$ cat src/hw/sac_pkg.sv
// Purpose: Shared constants and types for the serial converter interface
// Assumes: 10 MHz block clock, converter system clock is an enable pulse
// Notes:   Timing counts derive from the printed figures

package sac_pkg;

   // Result width and address width
   localparam int SAC_RES_W = 10;
   localparam int SAC_ADR_W = 4;
   // Pulse count per cycle
   localparam logic [3:0] SAC_PULSES = 4'h000a;
   // Pulse at whose falling edge sampling starts
   localparam logic [3:0] SAC_SAMP_START = 4'h0004;
   // Conversion length in converter system clock cycles
   localparam logic [5:0] SAC_CONV_CYC = 6'h002c;
   // Block clock rate and converter system clock rate in kHz
   localparam int SAC_CLK_KHZ = 10000;
   localparam int SAC_SYS_KHZ = 2100;
   // Block cycles per converter clock, rounded up so the limit holds
   localparam int SAC_SYS_DIV =
      (SAC_CLK_KHZ + SAC_SYS_KHZ - 1) / SAC_SYS_KHZ;
   // Number of analog inputs; codes at or above it select self-test
   localparam logic [3:0] SAC_NUM_IN = 4'h000b;
   // Reset value of the result register
   localparam logic [9:0] SAC_RES_RST = 10'h0000;

   // Converter phase
   typedef enum logic [1:0] {
      SAC_IDLE = 2'b00,
      SAC_SHIFT = 2'b01,
      SAC_CONV = 2'b10
   } sac_state_t;

   // Analog front-end controls
   typedef struct packed {
      logic sample;
      logic self_test;
      logic [3:0] channel;
   } sac_mux_t;

endpackage

$ cat src/hw/sac_conv.sv
// Purpose: Device side serial control of a 10-bit converter with 11 inputs
// Assumes: Chip select, I/O clock and address arrive from another domain
// Notes:   Analog result enters on i_adc_bit, one bit per converter clock

// Function
// - Cycle starts when chip select falls low
// - Address bit latched on I/O clock rise
// - Result bit shifted out on falling edge
// - Sampling runs from fourth to tenth fall
// - Raise select then convert for 44 clocks
// - Early select change aborts the conversion
// - System and I/O clocks fully independent
// - Address picks input or self-test
module sac_conv (
   // Clock and reset
   input wire logic i_clk,
   input wire logic i_rst_b,
   // Serial control pins
   input wire logic i_cs_b,
   input wire logic i_io_clk,
   input wire logic i_addr,
   output logic o_dout,
   output logic o_dout_oe,
   // Analog front end
   input wire logic i_adc_bit,
   output sac_pkg::sac_mux_t o_mux,
   output logic o_busy
);
   import sac_pkg::*;

   // Two-stage synchronisers for the pins
   logic [2:0] sync1_q, sync2_q;
   logic cs_prev_q, clk_prev_q;
   logic cs_b, ioclk, addr_s;
   logic rise, fall, cs_fall, cs_rise;

   // State registers
   sac_state_t st_q, st_d;
   logic [3:0] pulse_q, pulse_d;
   logic [3:0] adr_q, adr_d;
   logic [9:0] out_q, out_d;      // Bits being shifted out
   logic [9:0] res_q, res_d;      // Last completed conversion
   logic [9:0] acc_q, acc_d;      // Conversion in progress
   logic [5:0] conv_q, conv_d;
   logic [7:0] div_q, div_d;
   logic dout_q, dout_d, oe_q, oe_d, busy_q, busy_d;
   sac_mux_t mux_q, mux_d;
   logic sys_en;

   // Synchronise pins; first stage only feeds second
   always_ff @(posedge i_clk or negedge i_rst_b) begin
      if (!i_rst_b) begin
         // Idle pin levels: select high, clock low, so no false edge
         sync1_q <= 3'h4;
         sync2_q <= 3'h4;
         cs_prev_q <= 1'b1;
         clk_prev_q <= 1'b0;
      end else begin
         sync1_q <= {i_cs_b, i_io_clk, i_addr};
         sync2_q <= sync1_q;
         cs_prev_q <= sync2_q[2];
         clk_prev_q <= sync2_q[1];
      end
   end

   // Edge detection on synchronised levels
   always_comb begin
      cs_b = sync2_q[2];
      ioclk = sync2_q[1];
      addr_s = sync2_q[0];
      rise = ioclk && !clk_prev_q && !cs_b;
      fall = !ioclk && clk_prev_q && !cs_b;
      cs_fall = !cs_b && cs_prev_q;
      cs_rise = cs_b && !cs_prev_q;
   end

   // Converter system clock enable, free running and independent
   always_comb begin
      sys_en = (div_q == 8'(SAC_SYS_DIV - 1));
      div_d = sys_en ? 8'h00 : div_q + 8'h01;
   end

   // Next-state logic for the serial cycle and conversion
   always_comb begin
      st_d = st_q;
      pulse_d = pulse_q;
      adr_d = adr_q;
      out_d = out_q;
      res_d = res_q;
      acc_d = acc_q;
      conv_d = conv_q;
      dout_d = dout_q;
      oe_d = oe_q;
      busy_d = busy_q;
      mux_d = mux_q;
      if (cs_fall) begin
         // New cycle; abort any conversion still running
         st_d = SAC_SHIFT;
         pulse_d = 4'h0;
         busy_d = 1'b0;
         out_d = {res_q[8:0], 1'b0};
         dout_d = res_q[9];   // Previous result, MSB first
         oe_d = 1'b1;
         mux_d.sample = 1'b0;
      end else if (cs_b) begin
         // Deselected: ignore pins, float the output
         oe_d = 1'b0;
         mux_d.sample = 1'b0;
         if (cs_rise && st_q == SAC_SHIFT && pulse_q == SAC_PULSES) begin
            // Ten pulses done; hold sample and convert
            st_d = SAC_CONV;
            conv_d = 6'h00;
            busy_d = 1'b1;
            acc_d = 10'h000;
         end else if (cs_rise) begin
            st_d = SAC_IDLE;   // Incomplete cycle discarded
            busy_d = 1'b0;
         end else if (st_q == SAC_CONV && sys_en) begin
            acc_d = {acc_q[8:0], i_adc_bit};
            if (conv_q == SAC_CONV_CYC - 6'h01) begin
               st_d = SAC_IDLE;
               busy_d = 1'b0;
               res_d = {acc_q[8:0], i_adc_bit};
            end else begin
               conv_d = conv_q + 6'h01;
            end
         end
      end else if (st_q == SAC_SHIFT) begin
         if (rise && pulse_q < SAC_ADR_W[3:0]) begin
            adr_d = {adr_q[2:0], addr_s};
         end
         if (fall && pulse_q < SAC_PULSES) begin
            pulse_d = pulse_q + 4'h1;
            dout_d = out_q[9];
            out_d = {out_q[8:0], 1'b0};
            if (pulse_q + 4'h1 == SAC_SAMP_START) begin
               // Select input or self-test and start sampling
               mux_d.channel = adr_q;
               mux_d.self_test = (adr_q >= SAC_NUM_IN);
               mux_d.sample = 1'b1;
            end else if (pulse_q + 4'h1 == SAC_PULSES) begin
               mux_d.sample = 1'b0;
            end
         end
      end
   end

   // Register all state
   always_ff @(posedge i_clk or negedge i_rst_b) begin
      if (!i_rst_b) begin
         st_q <= SAC_IDLE;
         pulse_q <= 4'h0;
         adr_q <= 4'h0;
         out_q <= SAC_RES_RST;
         res_q <= SAC_RES_RST;
         acc_q <= SAC_RES_RST;
         conv_q <= 6'h00;
         div_q <= 8'h00;
         dout_q <= 1'b0;
         oe_q <= 1'b0;
         busy_q <= 1'b0;
         mux_q <= '0;
      end else begin
         st_q <= st_d;
         pulse_q <= pulse_d;
         adr_q <= adr_d;
         out_q <= out_d;
         res_q <= res_d;
         acc_q <= acc_d;
         conv_q <= conv_d;
         div_q <= div_d;
         dout_q <= dout_d;
         oe_q <= oe_d;
         busy_q <= busy_d;
         mux_q <= mux_d;
      end
   end

   // Outputs straight from flip-flops
   assign o_dout = dout_q;
   assign o_dout_oe = oe_q;
   assign o_mux = mux_q;
   assign o_busy = busy_q;
endmodule

$ cat config.mk
export PLATFORM = sky130hd
export DESIGN_NAME = sac_conv
export DESIGN_NICKNAME = d
export VERILOG_FILES = /design/src/hw/sac_pkg.sv /design/src/hw/sac_conv.sv
export SDC_FILE = /design/constraint.sdc
export NUM_CORES = 1
export LEC_CHECK = 0
export ABC_AREA = 0
export ABC_CLOCK_PERIOD_IN_PS = 3700
export BUFFER_PORTS_ARGS = -buffer_cell sky130_fd_sc_hd__buf_2
export CAP_MARGIN = 15
export CORE_MARGIN = 1
export CORE_UTILIZATION = 50
export DETAILED_ROUTE_END_ITERATION = 7
export GPL_TIMING_DRIVEN = 0
export PLACE_DENSITY = 0.65
export SETUP_SLACK_MARGIN = 0.2
export SLEW_MARGIN = 15
export SYNTH_ARGS = -nofsm -noshare
export SYNTH_HDL_FRONTEND = slang
export SYNTH_SLANG_ARGS = --single-unit
$ cat constraint.sdc
create_clock -name i_clk -period 3.7 [get_ports i_clk]
set_clock_uncertainty 0.15 [all_clocks]
set_input_delay 0.555 -clock i_clk [delete_from_list [all_inputs] [get_ports i_clk]]
set_output_delay 0.555 -clock i_clk [all_outputs]
set_load 0.05 [all_outputs]
==> flow_results.org <==
** Outcome
- The run finished with clean final reports.

** Synthesis
- Sequential elements use 57.0% of the synthesized area.
- After synthesis the netlist holds a flip-flop and latch count of 68.
- Yosys cell types :: 45
- Top cell types by occurrence after synthesis :: dfrtp_1, nand2_1, mux2_2, o21ai_0
- Post-synth EDFFs :: 0
- For this run, asynchronously set or reset flops after synthesis account for 100%.
- dfrtp_1 is the most common cell in the netlist.
- The number of nets handed over by synthesis was 267.
- For this run, the number of Yosys warnings is 0.
- A synthesized cell averages 11.9 sq um.
- After synthesis, the cell types taking the most area are dfrtp_1, mux2_2, ha_1.
- Among all flip-flop cells after synthesis, the most frequent one is dfrtp_1.
- Dominant cell type by area after synthesis :: dfrtp_1
- Post-synthesis instance total :: 252
- Area fraction of the dominant cell type after synthesis :: 54.3%
- Post-Syn Area :: 2990 sq um

** Power
- Leakage power :: 0.00169 uW
- Net load switching power :: 332 uW
- The share of total power dissipated in sequential elements is 52.2%.
- Clock share of power :: 43.5%
- For this design the ratio of total power to cell area is 434 nW/um^2.
- Internal power comes to 1140 uW.
- Combinational share of power :: 4.3%
- IR Drop Worst-Case VDD :: 0.235 mV
- Net switching is 22.5% of the power.

** Timing
- Final setup violation count :: 0
- Transition time of the tightest slew-check pin :: 0.700 ns
- Setup slack on the critical path of the routed design comes to 0.855 ns.
- In the final timing run, aggregate negative setup slack is 0 ns.
- Static timing analysis puts the maximum clock frequency at 351 MHz.
- Measured against its own limit, the worst slew margin works out to 53.2%.
- The max-slew violation total from the final report came to 0.
- The worst path in the final design needs a cycle of 2.85 ns, including I/O delays and setup.
- The final critical path takes up 76.9% of the cycle.
- The number of failing hold endpoints at the final stage was 0.
- Unrepaired setup endpoints after global routing :: false

** GRT
- Overall track demand over capacity in global routing :: 19.5%
- The first global-routing pass estimated 9150 um of wire.
- After global routing the overflow that remains totals 0.
- Largest net degree at the start of global routing :: 53
- The initial antenna violation count came to 0.
- The via count of the first global-routing pass was 1,874.

** Setup path
- The startpoint identified for the worst register-to-register timing path is div_q[0].
- Worst EP required :: 3.78 ns
- Highest net fanout along the worst path :: 10
- The critical path starts at div_q[0].
- Arrival time worst endpoint :: 2.92 ns
- By startpoint and endpoint, the worst setup path is classified as reg -> reg.
- Kind of end point of the critical path :: flip-flop
- The worst setup path is launched from a flip-flop.

** CTS
- At the later pin of the worst-skew pair, clock insertion delay measures 0.35 ns.
- In this run, CTS created clock tree buffers numbering 9.
- TritonCTS built the clock tree.
- After clock tree synthesis, the clock-pin slew on the worst setup and hold paths is 0.07 ns.
- The tree is rooted in a clkbuf_8.
- In this run the number of H-tree levels came out at 3.
- The clock net in this run drives a total of 68 sinks.
- Max Root-Sink Buffers :: 2

** Finish
- From synthesis to final layout, the design area changed by 13.7%.
- Net count, final :: 294
- Cells with a size suffix above 1 make up 21.2% of the layout.
- Multi-input combinational cell area :: 1230 sq um
- After filler insertion, the fill cell instance count of the layout stands at 469.
- Area occupied by registers :: 1710 sq um
- Inserted Diodes :: 0

** Routing
- Detailed-route wire length :: 5050 um
- Number of nets still failing antenna checks after routing :: 0
- After detailed routing, the average wire length per cell comes to 14.2 um.
- The first detailed-routing pass ran for 4 iterations.
- Detailed routing inserted a total of 1,933 vias.
- Detailed router's first-iteration violation count :: 106
- Post-route DRC :: 0
- Number of vias per cell after detailed routing :: 5.45

** Placed design
- Total half-perimeter wirelength after legalization and detailed placement :: 3420 um
- The congestion estimate from routability-driven global placement came to 0.755.
- Input and output buffers added on the ports amount to 14.
- Timing analysis after detailed placement gives a worst setup slack of 0.830 ns.

** Floorplan
- The core region is 5640 sq um.
- Die outline height :: 79.4 um
- Initial Util :: 53.0%
- Die area :: 6300 sq um
- 15 I/O pins were placed.
- Measured along the x axis, the die boundary spans 79.4 um.
- Row cnt :: 27

** Worst hold path
- The worst hold path begins at i_cs_b.
- In this run the worst hold path is classified as in -> reg.

** Job
- Max-Cap Viols :: 0
-- cell type report --
type,count,share of cell area (%)
Sequential cell,68,50.1
Multi-Input combinational cell,169,36.1
Clock buffer,12,4.85
Timing Repair Buffer,16,3.24
Tap cell,72,2.65
Clock inverter,3,1.32
Buffer,8,0.956
Inverter,7,0.772
-- power groups by stage --
stage,clock network [uW],logic (uW),registers (uW)
after floorplan,0,31.5,784
after global placement,0,59.7,784
after detailed placement,0,64.1,784
after CTS,659,65.2,770
after global routing,698,73.9,772
final,642,63.9,770
-- cell usage in the layout (no fill, tap or decap), types with 4 or more instances in the layout --
cell type,synthesis,layout
nand3_1,8,8
o21ai_0,15,15
mux2_2,20,20
xnor2_1,4,4
xor2_1,4,4
inv_1,7,7
nand4_1,5,5
a21o_1,4,4
mux2i_1,10,10
a31oi_1,4,4
o211ai_1,4,4
clkbuf_8,0,12
a22o_1,9,9
buf_2,2,15
nor2_1,10,10
ha_1,9,9
nand2b_1,4,4
nand2_1,25,25
dfrtp_1,65,65
clkbuf_1,4,4
-- repair_timing --
action                    in CTS  in global routing
gates resized for setup        0                  0
setup buffers                  0                  0
hold endpoints to repair      16                  0
hold buffers                   1                  0
-- metrics by stage --
step | power [uW] | hold WS (ns) | std cells | cell area, sq um | utilization (%)
floorplan | 815 | 0.109 | 252 | 2990 | -
global placement | 844 | 0.183 | 338 | 3150 | 55.9
detailed placement | 848 | 0.189 | 339 | 3180 | 56.4
CTS | 1490 | 0.139 | 355 | 3400 | 60.3
global route | 1540 | 0.138 | 355 | 3400 | 60.3
finish | 1480 | 0.157 | 355 | 3400 | 60.3
-- final timing paths --
path | endpoint | cells past startpoint | slack, ns
max | res_q[5] | 6 | 0.85
min | sync1_q[2] | 1 | 0.16
max reg2reg | res_q[5] | 6 | 0.85
min reg2reg | sync2_q[0] | 0 | 0.20
max in group asynchronous | sync1_q[2] | 3 | 2.33
min in group asynchronous | adr_q[3] | 2 | 0.48
-- flip-flops by register name, summed over array words and instances, names as in the netlist --
register and count:
st_q 2, cs_prev_q 1, clk_prev_q 1, o_dout_oe 1
div_q 8, sync2_q 3, res_q 10, conv_q 6
out_q 9, o_dout 1, pulse_q 4, acc_q 9
sync1_q 3, adr_q 4, o_mux 6
-- logic make-up after synthesis --
group                      count (synthesis)  synth area share [%]
muxes                                     30                  10.9
and+or+nand+nor                           77                  13.8
buffers and inverters                     15                  1.97
DFF                                       68                  57.0
xor gates and xnor gates                   8                  2.34
AOI/OAI and AO/OA                         45                  10.3
adders and majority gates                  9                  3.76
-- worst max-delay path: stages (launching register included) --
cell,delay (ns)
dfrtp_1,0.42
inv_1,0.07
ha_1,0.13
or3b_2,0.46
nor2_1,0.41
nand4_1,0.61
mux2_2,0.47
-- per-layer routing --
layer  share of wire [%]  wire [um]  global-route usage (%)  up-vias
met5                   0          0                       0        -
met4                 1.9         96                    8.18        0
met3                 2.9        148                    5.86        9
met2                  43       2180                    27.3       24
met1                  52       2630                    27.8      938
li1                    -          -                       -      962
Power figures use the tool's default switching activity.
